--- src/tbr_pkg.sv ---
// Constants, register map and carrier types for the time base and clock block
//------------------------------------------------------------------------------
// Overview of operation
// - Tick source bit: 0 picks sub-oscillator, 1 picks main oscillator over 128; resets 0.
// - Tick source bit takes only the first write after reset.
// - Display divide bit: 0 gives time base over 64, 1 over 128; resets 0.
// - Rate code 00..11 divides tick by 128, 4096, 8192, 16384; also watchdog period.
// - Rate field resets to 11, the slowest rate.
// - Watchdog arm bit set enables watchdog reset; every reset clears it.
// - Watchdog arm bit takes only one write after reset.
// - Seconds, minutes, hours counters from sub-oscillator; software can start or stop them.
// - Hours and minutes written to holding first; seconds write loads all three.
// - Seconds read copies hours and minutes into holding for coherent reads.
// - Alarm flag sets when alarm time equals running time.
// - Daily flag sets once a day, seconds flag once a second.
// - Flags stay set until software writes 1; writing 0 does nothing.
// - Enables: daily bit 0, alarm bit 1, seconds bit 2; upper bits read 0; reset 0.
// - Flags set on their event regardless of enable bits.
// - Flags: daily bit 0, alarm bit 1, seconds bit 2.
// - A clock interrupt can wake the device from stop mode.
// - Time base is a 14-bit up-counter feeding display, periodic and watchdog taps.
//------------------------------------------------------------------------------
package tbr_pkg;

	// Time base structure
	localparam int unsigned TB_WIDTH      = 14;
	localparam int unsigned MAIN_PRESCALE = 128;
	localparam int unsigned SUB_OSC_HZ    = 76800;

	// Register offsets
	localparam logic [7:0] ADDR_TBC1      = 8'h30;
	localparam logic [7:0] ADDR_TBC2      = 8'h31;
	localparam logic [7:0] ADDR_RTC_CTRL  = 8'h32;
	localparam logic [7:0] ADDR_SECONDS   = 8'h33;
	localparam logic [7:0] ADDR_MINUTES   = 8'h34;
	localparam logic [7:0] ADDR_HOURS     = 8'h35;
	localparam logic [7:0] ADDR_ALM_SEC   = 8'h36;
	localparam logic [7:0] ADDR_ALM_MIN   = 8'h37;
	localparam logic [7:0] ADDR_ALM_HOUR  = 8'h38;
	localparam logic [7:0] ADDR_FLAGS     = 8'h39;
	localparam logic [7:0] ADDR_ENABLES   = 8'h3a;

	// Field positions
	localparam int unsigned TBC1_TICK_SRC = 0;
	localparam int unsigned TBC1_DISP_DIV = 1;
	localparam int unsigned TBC2_RATE_LO  = 0;
	localparam int unsigned TBC2_RATE_HI  = 1;
	localparam int unsigned TBC2_WDOG_ARM = 7;
	localparam int unsigned CTRL_RUN      = 0;
	localparam int unsigned EVT_DAILY     = 0;
	localparam int unsigned EVT_ALARM     = 1;
	localparam int unsigned EVT_SECONDS   = 2;

	// Reset values
	localparam logic [1:0] RATE_RESET     = 2'h3;
	localparam logic [2:0] EVT_RESET      = 3'h0;

	// Tap exponents (divide by two to the power)
	localparam logic [3:0] DISP_EXP_LO    = 4'h6;
	localparam logic [3:0] DISP_EXP_HI    = 4'h7;
	localparam logic [3:0] RATE_EXP_0     = 4'h7;
	localparam logic [3:0] RATE_EXP_1     = 4'hc;
	localparam logic [3:0] RATE_EXP_2     = 4'hd;
	localparam logic [3:0] RATE_EXP_3     = 4'he;

	// Rollover limits
	localparam logic [5:0] SEC_MAX        = 6'h3b;
	localparam logic [5:0] MIN_MAX        = 6'h3b;
	localparam logic [4:0] HOUR_MAX       = 5'h17;

	// Time of day carrier
	typedef struct packed {
		logic [4:0] hours;
		logic [5:0] minutes;
		logic [5:0] seconds;
	} tbr_time_t;

endpackage : tbr_pkg

--- src/tbr_time_base.sv ---
// Time base: source select, main oscillator prescaler and 14-bit up-counter
`timescale 1ns/1ps
module tbr_time_base #(
	parameter int unsigned WIDTH    = tbr_pkg::TB_WIDTH,
	parameter int unsigned PRESCALE = tbr_pkg::MAIN_PRESCALE
) (
	// Clock and reset
	input  wire logic             sys_clk,
	input  wire logic             rst_n,
	// Oscillator ticks
	input  wire logic             sub_osc_tick,
	input  wire logic             main_osc_tick,
	input  wire logic             tick_source_select,
	// Counter state
	output logic [WIDTH-1:0]      count,
	output logic                  step
);
	import tbr_pkg::*;

	localparam int unsigned PW = $clog2(PRESCALE);
	localparam logic [PW-1:0] PRE_LAST = PW'(PRESCALE - 1);

	logic [PW-1:0] pre_q;
	logic          pre_hit;
	logic          src_tick;

	// Main oscillator divided down before use
	assign pre_hit  = main_osc_tick && (pre_q == PRE_LAST);
	assign src_tick = tick_source_select ? pre_hit : sub_osc_tick;

	// Prescaler
	always_ff @(posedge sys_clk) begin
		if (!rst_n)
			pre_q <= '0;
		else if (main_osc_tick)
			pre_q <= pre_hit ? '0 : pre_q + 1'b1;
	end

	// Up-counter; step marks the cycle after each advance
	always_ff @(posedge sys_clk) begin
		if (!rst_n) begin
			count <= '0;
			step  <= 1'b0;
		end else begin
			step <= src_tick;
			if (src_tick)
				count <= count + 1'b1;
		end
	end

endmodule : tbr_time_base

--- src/tbr_rtc_count.sv ---
// Real-time clock: one-second prescaler and cascaded second, minute, hour counters
`timescale 1ns/1ps
module tbr_rtc_count #(
	parameter int unsigned SUB_TICKS = tbr_pkg::SUB_OSC_HZ
) (
	// Clock and reset
	input  wire logic       sys_clk,
	input  wire logic       rst_n,
	// Control
	input  wire logic       sub_osc_tick,
	input  wire logic       run,
	input  wire logic       load,
	input  tbr_pkg::tbr_time_t load_time,
	// State and events
	output tbr_pkg::tbr_time_t now,
	output logic            sec_pulse,
	output logic            day_pulse
);
	import tbr_pkg::*;

	localparam int unsigned PW = $clog2(SUB_TICKS);
	localparam logic [PW-1:0] PRE_LAST = PW'(SUB_TICKS - 1);

	logic [PW-1:0] pre_q;
	logic          adv;
	logic          sec_wrap;
	logic          min_wrap;
	logic          hour_wrap;

	assign adv       = run && sub_osc_tick && (pre_q == PRE_LAST);
	assign sec_wrap  = now.seconds == SEC_MAX;
	assign min_wrap  = sec_wrap && (now.minutes == MIN_MAX);
	assign hour_wrap = min_wrap && (now.hours == HOUR_MAX);

	// One-second prescaler, restarted by a time load
	always_ff @(posedge sys_clk) begin
		if (!rst_n || load)
			pre_q <= '0;
		else if (run && sub_osc_tick)
			pre_q <= adv ? '0 : pre_q + 1'b1;
	end

	// Cascaded counters with simultaneous load
	always_ff @(posedge sys_clk) begin
		if (!rst_n) begin
			now <= '0;
		end else if (load) begin
			now <= load_time;
		end else if (adv) begin
			now.seconds <= sec_wrap ? '0 : now.seconds + 1'b1;
			if (sec_wrap)
				now.minutes <= min_wrap ? '0 : now.minutes + 1'b1;
			if (min_wrap)
				now.hours <= hour_wrap ? '0 : now.hours + 1'b1;
		end
	end

	// Event pulses
	always_ff @(posedge sys_clk) begin
		if (!rst_n) begin
			sec_pulse <= 1'b0;
			day_pulse <= 1'b0;
		end else begin
			sec_pulse <= adv && !load;
			day_pulse <= adv && !load && hour_wrap;
		end
	end

endmodule : tbr_rtc_count

--- src/tbr_top.sv ---
// Time base control, watchdog, real-time clock registers and event flags
`timescale 1ns/1ps
module tbr_top #(
	parameter int unsigned SUB_TICKS_PER_SEC = tbr_pkg::SUB_OSC_HZ
) (
	// Clock and reset
	input  wire logic       sys_clk,
	input  wire logic       rst_n,
	// Register port
	input  wire logic [7:0] reg_addr,
	input  wire logic [7:0] reg_wr_data,
	input  wire logic       reg_wr_en,
	input  wire logic       reg_rd_en,
	output logic [7:0]      reg_rd_data,
	// Oscillator ticks
	input  wire logic       sub_osc_tick,
	input  wire logic       main_osc_tick,
	// Watchdog service
	input  wire logic       watchdog_clear,
	output logic            watchdog_reset,
	// Time base taps
	output logic            display_clk_en,
	output logic            periodic_interrupt,
	// Clock interrupt
	output logic            clock_irq,
	output logic            stop_wake
);
	import tbr_pkg::*;

	//------------------------------------------------------------------
	// Helpers
	//------------------------------------------------------------------

	// True when the low exp bits of the counter are all zero
	function automatic logic div_hit(
		input logic [TB_WIDTH-1:0] cnt,
		input logic [3:0]          exp
	);
		logic [TB_WIDTH-1:0] mask;
		mask = '0;
		for (int i = 0; i < TB_WIDTH; i++)
			mask[i] = (i < int'(exp));
		return (cnt & mask) == '0;
	endfunction : div_hit

	// Exponent for each rate code
	function automatic logic [3:0] rate_exp(input logic [1:0] code);
		logic [3:0] e;
		e = RATE_EXP_3;
		unique case (code)
			2'h0: e = RATE_EXP_0;
			2'h1: e = RATE_EXP_1;
			2'h2: e = RATE_EXP_2;
			2'h3: e = RATE_EXP_3;
		endcase
		return e;
	endfunction : rate_exp

	//------------------------------------------------------------------
	// Declarations
	//------------------------------------------------------------------

	logic                tick_src_q;
	logic                tick_src_lock_q;
	logic                disp_div_q;
	logic [1:0]          rate_q;
	logic                wdog_arm_q;
	logic                wdog_lock_q;
	logic                run_q;
	logic [4:0]          hold_hours_q;
	logic [5:0]          hold_min_q;
	tbr_time_t           alarm_q;
	logic [2:0]          flags_q;
	logic [2:0]          flags_d;
	logic [2:0]          enables_q;
	logic [7:0]          rd_data_q;
	logic                wdog_stage_q;
	logic                wdog_reset_q;
	logic                disp_q;
	logic                periodic_q;
	logic                match_q;
	logic                match;
	logic [2:0]          events;
	logic [TB_WIDTH-1:0] tb_count;
	logic                tb_step;
	logic                rate_tick;
	tbr_time_t           now;
	tbr_time_t           load_time;
	logic                load;
	logic                sec_pulse;
	logic                day_pulse;

	// Decoded strobes
	logic wr_tbc1;
	logic wr_tbc2;
	logic wr_secs;
	logic rd_secs;
	logic wr_flags;

	assign wr_tbc1  = reg_wr_en && (reg_addr == ADDR_TBC1);
	assign wr_tbc2  = reg_wr_en && (reg_addr == ADDR_TBC2);
	assign wr_secs  = reg_wr_en && (reg_addr == ADDR_SECONDS);
	assign rd_secs  = reg_rd_en && (reg_addr == ADDR_SECONDS);
	assign wr_flags = reg_wr_en && (reg_addr == ADDR_FLAGS);

	//------------------------------------------------------------------
	// Time base control one
	//------------------------------------------------------------------

	// Tick source accepts the first write only
	always_ff @(posedge sys_clk) begin
		if (!rst_n) begin
			tick_src_q      <= 1'b0;
			tick_src_lock_q <= 1'b0;
		end else if (wr_tbc1 && !tick_src_lock_q) begin
			tick_src_q      <= reg_wr_data[TBC1_TICK_SRC];
			tick_src_lock_q <= 1'b1;
		end
	end

	// Display divide select
	always_ff @(posedge sys_clk) begin
		if (!rst_n)
			disp_div_q <= 1'b0;
		else if (wr_tbc1)
			disp_div_q <= reg_wr_data[TBC1_DISP_DIV];
	end

	//------------------------------------------------------------------
	// Time base control two
	//------------------------------------------------------------------

	// Periodic rate field
	always_ff @(posedge sys_clk) begin
		if (!rst_n)
			rate_q <= RATE_RESET;
		else if (wr_tbc2)
			rate_q <= {reg_wr_data[TBC2_RATE_HI], reg_wr_data[TBC2_RATE_LO]};
	end

	// Watchdog arm accepts one write only
	always_ff @(posedge sys_clk) begin
		if (!rst_n) begin
			wdog_arm_q  <= 1'b0;
			wdog_lock_q <= 1'b0;
		end else if (wr_tbc2 && !wdog_lock_q) begin
			wdog_arm_q  <= reg_wr_data[TBC2_WDOG_ARM];
			wdog_lock_q <= 1'b1;
		end
	end

	//------------------------------------------------------------------
	// Time base and taps
	//------------------------------------------------------------------

	tbr_time_base #(
		.WIDTH              (TB_WIDTH),
		.PRESCALE           (MAIN_PRESCALE)
	) u_time_base (
		.sys_clk            (sys_clk),
		.rst_n              (rst_n),
		.sub_osc_tick       (sub_osc_tick),
		.main_osc_tick      (main_osc_tick),
		.tick_source_select (tick_src_q),
		.count              (tb_count),
		.step               (tb_step)
	);

	// Rate tap shared by periodic interrupt and watchdog
	assign rate_tick = tb_step && div_hit(tb_count, rate_exp(rate_q));

	// Registered tap pulses
	always_ff @(posedge sys_clk) begin
		if (!rst_n) begin
			disp_q     <= 1'b0;
			periodic_q <= 1'b0;
		end else begin
			disp_q     <= tb_step && div_hit(tb_count,
				disp_div_q ? DISP_EXP_HI : DISP_EXP_LO);
			periodic_q <= rate_tick;
		end
	end

	assign display_clk_en     = disp_q;
	assign periodic_interrupt = periodic_q;

	//------------------------------------------------------------------
	// Watchdog
	//------------------------------------------------------------------

	// Two rate ticks without service while armed cause a time-out
	always_ff @(posedge sys_clk) begin
		if (!rst_n) begin
			wdog_stage_q <= 1'b0;
			wdog_reset_q <= 1'b0;
		end else begin
			wdog_reset_q <= 1'b0;
			if (watchdog_clear)
				wdog_stage_q <= 1'b0;
			else if (rate_tick) begin
				wdog_stage_q <= 1'b1;
				if (wdog_stage_q && wdog_arm_q)
					wdog_reset_q <= 1'b1;
			end
		end
	end

	assign watchdog_reset = wdog_reset_q;

	//------------------------------------------------------------------
	// Real-time clock
	//------------------------------------------------------------------

	// Run control
	always_ff @(posedge sys_clk) begin
		if (!rst_n)
			run_q <= 1'b0;
		else if (reg_wr_en && (reg_addr == ADDR_RTC_CTRL))
			run_q <= reg_wr_data[CTRL_RUN];
	end

	// Seconds write loads holding values with the new seconds
	assign load      = wr_secs;
	assign load_time = '{hours:   hold_hours_q,
	                     minutes: hold_min_q,
	                     seconds: reg_wr_data[5:0]};

	tbr_rtc_count #(
		.SUB_TICKS    (SUB_TICKS_PER_SEC)
	) u_rtc (
		.sys_clk      (sys_clk),
		.rst_n        (rst_n),
		.sub_osc_tick (sub_osc_tick),
		.run          (run_q),
		.load         (load),
		.load_time    (load_time),
		.now          (now),
		.sec_pulse    (sec_pulse),
		.day_pulse    (day_pulse)
	);

	// Holding registers: software writes, snapshot on seconds read
	always_ff @(posedge sys_clk) begin
		if (!rst_n) begin
			hold_hours_q <= '0;
			hold_min_q   <= '0;
		end else if (rd_secs) begin
			hold_hours_q <= now.hours;
			hold_min_q   <= now.minutes;
		end else if (reg_wr_en) begin
			if (reg_addr == ADDR_HOURS)
				hold_hours_q <= reg_wr_data[4:0];
			if (reg_addr == ADDR_MINUTES)
				hold_min_q <= reg_wr_data[5:0];
		end
	end

	// Alarm compare registers
	always_ff @(posedge sys_clk) begin
		if (!rst_n) begin
			alarm_q <= '0;
		end else if (reg_wr_en) begin
			unique case (reg_addr)
				ADDR_ALM_SEC:  alarm_q.seconds <= reg_wr_data[5:0];
				ADDR_ALM_MIN:  alarm_q.minutes <= reg_wr_data[5:0];
				ADDR_ALM_HOUR: alarm_q.hours   <= reg_wr_data[4:0];
				default: ;
			endcase
		end
	end

	// Alarm match, taken on its first cycle only
	assign match = (alarm_q == now);

	always_ff @(posedge sys_clk) begin
		if (!rst_n)
			match_q <= 1'b1; // Time and alarm both clear: no false edge
		else
			match_q <= match;
	end

	//------------------------------------------------------------------
	// Event flags and enables
	//------------------------------------------------------------------

	// Events raise flags whatever the enables say
	always_comb begin
		events              = '0;
		events[EVT_DAILY]   = day_pulse;
		events[EVT_ALARM]   = match && !match_q;
		events[EVT_SECONDS] = sec_pulse;
	end

	// Write one clears; a same-cycle event wins
	always_comb begin
		flags_d = flags_q;
		if (wr_flags)
			flags_d = flags_q & ~reg_wr_data[2:0];
		flags_d = flags_d | events;
	end

	always_ff @(posedge sys_clk) begin
		if (!rst_n)
			flags_q <= EVT_RESET;
		else
			flags_q <= flags_d;
	end

	// Interrupt enables
	always_ff @(posedge sys_clk) begin
		if (!rst_n)
			enables_q <= EVT_RESET;
		else if (reg_wr_en && (reg_addr == ADDR_ENABLES))
			enables_q <= reg_wr_data[2:0];
	end

	// Shared request, also the stop-mode wake
	assign clock_irq = |(flags_q & enables_q);
	assign stop_wake = clock_irq;

	//------------------------------------------------------------------
	// Read data
	//------------------------------------------------------------------

	always_ff @(posedge sys_clk) begin
		if (!rst_n) begin
			rd_data_q <= 8'h00;
		end else begin
			rd_data_q <= 8'h00;
			if (reg_rd_en) begin
				unique case (reg_addr)
					ADDR_TBC1:     rd_data_q <= {6'h00, disp_div_q, tick_src_q};
					ADDR_TBC2:     rd_data_q <= {wdog_arm_q, 5'h00, rate_q};
					ADDR_RTC_CTRL: rd_data_q <= {7'h00, run_q};
					ADDR_SECONDS:  rd_data_q <= {2'h0, now.seconds};
					ADDR_MINUTES:  rd_data_q <= {2'h0, hold_min_q};
					ADDR_HOURS:    rd_data_q <= {3'h0, hold_hours_q};
					ADDR_ALM_SEC:  rd_data_q <= {2'h0, alarm_q.seconds};
					ADDR_ALM_MIN:  rd_data_q <= {2'h0, alarm_q.minutes};
					ADDR_ALM_HOUR: rd_data_q <= {3'h0, alarm_q.hours};
					ADDR_FLAGS:    rd_data_q <= {5'h00, flags_q};
					ADDR_ENABLES:  rd_data_q <= {5'h00, enables_q};
					default:       rd_data_q <= 8'h00;
				endcase
			end
		end
	end

	assign reg_rd_data = rd_data_q;

endmodule : tbr_top

--- config.mk ---
export PLATFORM = sky130hd
export DESIGN_NAME = tbr_top
export DESIGN_NICKNAME = d
export VERILOG_FILES = /design/src/tbr_pkg.sv /design/src/tbr_time_base.sv /design/src/tbr_rtc_count.sv /design/src/tbr_top.sv
export SDC_FILE = /design/constraint.sdc
export NUM_CORES = 1
export LEC_CHECK = 0
export ABC_AREA = 1
export ABC_CLOCK_PERIOD_IN_PS = 1750
export BUFFER_PORTS_ARGS = -buffer_cell sky130_fd_sc_hd__buf_2
export CORE_MARGIN = 5
export CORE_UTILIZATION = 55
export CTS_BUF_LIST = sky130_fd_sc_hd__clkbuf_8 sky130_fd_sc_hd__clkbuf_16
export DETAILED_ROUTE_END_ITERATION = 8
export PLACE_DENSITY = 0.76
export SYNTH_ARGS = -nofsm -noshare
export SYNTH_HDL_FRONTEND = slang
export SYNTH_SLANG_ARGS = --single-unit
--- constraint.sdc ---
create_clock -name sys_clk -period 1.75 [get_ports sys_clk]
set_clock_uncertainty 0.15 [all_clocks]
set_input_delay 0.35 -clock sys_clk [delete_from_list [all_inputs] [get_ports sys_clk]]
set_output_delay 0.35 -clock sys_clk [all_outputs]
set_load 0.1 [all_outputs]
# Word-level counts from Yosys, hierarchy flattened
# Index checks and enable logic that the tools add are counted.
op_classes:
  order_cmp: 28
  n_reduce_logical: 46
  n_addsub: 6
  bitwise: 8
  eq_ne: 20
  muxes: 21
op_table:
  columns: ["cell", "count"]
  rows:
  - ["$eq 8x6->1 const B", 11]
  - ["$pmux 8 s11", 1]
  - ["$mux 17", 3]
  - ["$mux 6", 6]
  - ["$and 14x14->14", 2]
  - ["$logic_not 14->1", 2]
  - ["$mux 5", 5]
  - ["$lt 4x3->1 const A", 6]
  - ["$lt 4x4->1 const A", 6]
  - ["$logic_and 1x1->1", 20]
  - ["$add 17x1->17 const B", 1]
  - ["$eq 17x17->1", 1]
  - ["$eq 17x17->1 const B", 1]
  - ["$lt 3x4->1 const A", 4]
  - ["$pmux 4 s4", 1]
  - ["$reduce_and 2->1", 8]
  - ["$add 14x1->14 const B", 1]
  - ["$add 6x1->6 const B", 2]
  - ["$eq 6x6->1 const B", 2]
  - ["$lt 3x3->1 const A", 4]
  - ["$reduce_bool 2->1", 6]
  - ["$lt 1x4->1 const A", 2]
  - ["$lt 2x4->1 const A", 2]
  - ["$add 7x1->7 const B", 1]
  - ["19 further kinds", 31]
totals:
  wordCells: 158
  output_inout_bits: 13
  ff_bits: 113
  inputBits: 23

# Logic depth before layout (Yosys ltp)
depth:
  depth_word: 8
  mapped_depth: 12

# By module
# Synthesis repeated with hierarchy kept, for this count alone.
unflattened:
  cells_unflattened: 938
  area_unflattened_um2: 6063.3
by_module_without_submodules:
  columns: ["mod", "area_per_inst_um2", "cells_per_inst", "instances"]
  rows:
  - ["tbr_top", 2925.3, 469, 1]
  - ["tbr_rtc_count", 2009.4, 305, 1]
  - ["tbr_time_base", 1128.6, 164, 1]

# Least setup slack after synthesis
# Ideal clock, no wire load.
synth_path:
  path_type: "reg-to-output"
  start: "reg flags_q[0]"
  end: "out stop_wake"
  path_buffers: 1
  path_stages_with_launch: 4
  t_arrival_ns: 1.664
  slack_ns: -0.414
  cell_sequence: "dfxtp_1 > nand2_1 > nand3_1 > buf_4"
synth_between:
  elab_chain_cells: 2
synth_rtl:
  columns: ["item", "line_no", "source"]
  rows:
  - ["from (decl)", "tbr_top.sv:73", "logic [2:0] flags_q;"]
  - ["from (signal assigned)", "tbr_top.sv:306", "flags_q <= flags_d;"]
  - ["$and 3x3->3", "tbr_top.sv:318", "assign clock_irq = |(flags_q & enables_q);"]
  - ["$reduce_or 3->1", "tbr_top.sv:318", null]
  - ["to (decl)", "tbr_top.sv:26", "output logic stop_wake"]
# No other way between the ends.

# Worst setup path after layout
# Ends and elaborated chain as after synthesis.

==> results.sh <==
export IMPL_switching_power_mw=1.14
export IMPL_ys_seq_elements=112
export IMPL_power_total_mw=4.34
export IMPL_routedWlPerCell_um=13.3
export IMPL_wl_mm=15.4
export IMPL_place_gp_congestion=0.939
export IMPL_cts_root_buffer="clkbuf_8"
export IMPL_crit_type="reg2out"
export IMPL_grtUsageTotal_pct=24.6
export IMPL_hp_class="in2reg"
export IMPL_cp_arrival_ps=1150
export IMPL_antenna_cells=0
export IMPL_grt_pass1_vias=5512
export IMPL_chipHeight_um=114
export IMPL_cts_tree="done"
export IMPL_switching_share_pct=26.3
export IMPL_instances_no_fill=1155
export IMPL_worstPathMaxFanout=3
export IMPL_period_share_pct=94.3
export IMPL_synth_area_um2=5920
export IMPL_placedCellCount=1137
export IMPL_fin_nets=1044
export IMPL_finalSetupViolations=0
export IMPL_antenna_found_initial=0
export IMPL_clk_path_buf_depth=2
export IMPL_io_buffers=33
export IMPL_synth_warnings=0
export IMPL_via_count=6021
export IMPL_hold_violations=0
export IMPL_synthDistinctLibCells=40
export IMPL_synth_area_per_cell_um2=6.54
export IMPL_fin_ws_ps=99.0
export IMPL_grt_overflow=0
export IMPL_drt_iter0_markers=525
export IMPL_final_max_slew_viol_count=0
export IMPL_synth_fp_nets=935
export IMPL_leakagePower_nw=3.23
export IMPL_endpoint_kind="primary output"
export IMPL_max_freq_ghz=0.606
export IMPL_cts_max_level=3
export IMPL_drcViolationCount=0
export IMPL_syn2layout_area_growth_pct=21.4
export IMPL_synthesis_instances=905
export IMPL_cts_hold_buf=0
export IMPL_grt_max_degree=26
export IMPL_combPwrFrac_pct=7.1
export IMPL_intPower_mw=3.20
export IMPL_start_util_pct=56.8
export IMPL_final_layout_size_suffix_gt1_share_pct=19.1
export IMPL_fill_cells=981
export IMPL_cts_sinks=112
export IMPL_yosysSeqAreaShare_pct=37.9
export IMPL_status="completed"
export IMPL_clkPwrFrac_pct=33.6
export IMPL_p_per_area_nw_per_um2=604
export IMPL_irDropWorstVdd_mv=0.512
export IMPL_clk_pin_slew_ps=100
export IMPL_viasPerCell=5.21
export IMPL_p_seq_share_pct=59.3
export IMPL_clk_latency_ps=400
export IMPL_dp_final_hpwl_mm=11.8
export IMPL_core_um2=10400
export IMPL_drt_first_pass_iters=5
export IMPL_final_antenna_net_count=0
export IMPL_ios=36
export IMPL_grt_pass1_wl_mm=25.7
export IMPL_rows=37
export IMPL_numCtsBuffers=9
export IMPL_critical_path_startpoint_type="flop"
export IMPL_worstPathRequired_ps=1250
export IMPL_fp_dieW_um=114
export IMPL_place_ws_ps=-152
export IMPL_drv_cap=0
export IMPL_die_area_um2=12900
export IMPL_layout_min_cycle_time_ps=1650
-- metrics by stage --
step | hold WS [ps] | utilization (%) | TNS [ps] | area (µm²)
floorplan | 268 | - | 0 | 5930
global placement | 289 | 66.0 | -925 | 6870
detailed placement | 293 | 66.0 | -2690 | 6870
CTS | 16.5 | 67.7 | 0 | 7050
global route | 44.0 | 69.0 | -19.1 | 7190
finish | 41.1 | 69.0 | 0 | 7190
-- power by group through the flow --
stage	clock [mW]	combinational [mW]	sequential (mW)
2_1_floorplan	0	0.152	2.65
3_3_place_gp	0	0.297	2.63
3_5_place_dp	0	0.300	2.63
4_1_cts	1.50	0.302	2.57
5_1_grt	1.60	0.339	2.58
6_report	1.46	0.310	2.58
-- registers in the layout, summed over array words and instances, names as in the netlist, 3 cells and up --
register,flops
hold_min_q,6
flags_q,3
alarm_q,17
u_time_base.count,14
reg_rd_data,7
u_rtc.now,17
u_time_base.pre_q,7
enables_q,3
u_rtc.pre_q,17
hold_hours_q,5
-- worst max-delay path: stages, from the launching register on --
cell and delay, ps:
dfxtp_1 360, nand2_1 90, nand3_4 120, buf_12 180
-- layout by cell type (no fill, tap or decap), drive strengths merged --
cell type	n
nand2	229
nor2	128
buf	126
dfxtp	112
inv	110
nand3	99
a21oi	64
o21ai	54
nor3	21
xor2	11
xnor2	9
clkbuf	9
nand4	9
ha	7
o22ai	6
and3	3
clkinv	3
o211ai	2
o21a	2
a31oi	2
nor3b	2
clkinvlp	2
nand3b	1
a2111oi	1
a211oi	1
nor4	1
a21o	1
or2	1
o21bai	1
o31ai	1
conb	1
-- worst paths after layout --
path	from	to	slack (ps)	cells after the start
worst min register to register	wdog_stage_q	wdog_stage_q	310	2
worst max register to register	u_rtc.now[0]	u_rtc.now[11]	100	9
worst min-delay path	watchdog_clear	wdog_stage_q	40	4
worst max-delay path	flags_q[0]	stop_wake	100	3
-- cells in the mapped netlist --
cell type	count	area share [%]
nand3_4	2	0.59
a31oi_1	2	0.21
buf_2	8	0.68
nor2_1	120	7.6
ha_1	7	1.5
o22ai_1	6	0.63
nand3_1	97	8.2
o21a_1	2	0.25
nor4_1	1	0.11
o21bai_1	1	0.13
conb_1	1	0.063
nor3_4	1	0.27
buf_6	1	0.19
buf_4	6	0.76
buf_1	3	0.19
o21ai_1	1	0.084
clkbuf_1	10	0.63
a2111oi_0	1	0.15
xor2_1	11	1.6
nand4_2	2	0.42
or2_2	1	0.11
nand3b_1	1	0.13
a21oi_1	64	5.4
o31ai_1	1	0.13
o211ai_1	2	0.25
inv_1	105	6.7
xnor2_1	9	1.3
nand4_1	7	0.74
inv_2	3	0.19
dfxtp_1	112	38
o21ai_0	53	4.5
nor3_1	20	1.7
a211oi_1	1	0.13
and3_1	3	0.32
a21o_1	1	0.13
nor2_4	2	0.38
nor2_2	6	0.63
nand2_1	221	14
nand2_2	8	0.85
nor3b_1	2	0.25
-- layout make-up --
type                            instances  area, µm²  area share (%)
Clock buffer                            9        124            1.72
Tap cell                              136        170            2.37
Multi-Input combinational cell        657       3240            45.1
Sequential cell                       112       2250            31.3
Inverter                              108        405            5.64
Clock inverter                          7       55.1           0.766
Timing Repair Buffer                  126        938            13.1
-- per-layer routing --
metal	vias to the layer above	global-route usage (%)	wire [µm]
met5	-	0	0
met4	0	8.01	268
met3	18	4.62	807
met2	140	41.3	7240
met1	2740	31.9	7040
li1	3123	-	-
-- logic make-up after synthesis --
group / synth area share [%]
compound gates: 12.0
xor+xnor: 2.96
fa+ha+maj: 1.48
buf+inv: 9.30
flops: 37.9
other cells: 0.0634
simple gates: 36.3
-- repair_timing --
action,in CTS,in global routing
resized for setup,2,35
endpoints found under the setup margin,9,39
buffers inserted,0,2
pin swaps,0,3
Power figures use the tool's default switching activity.
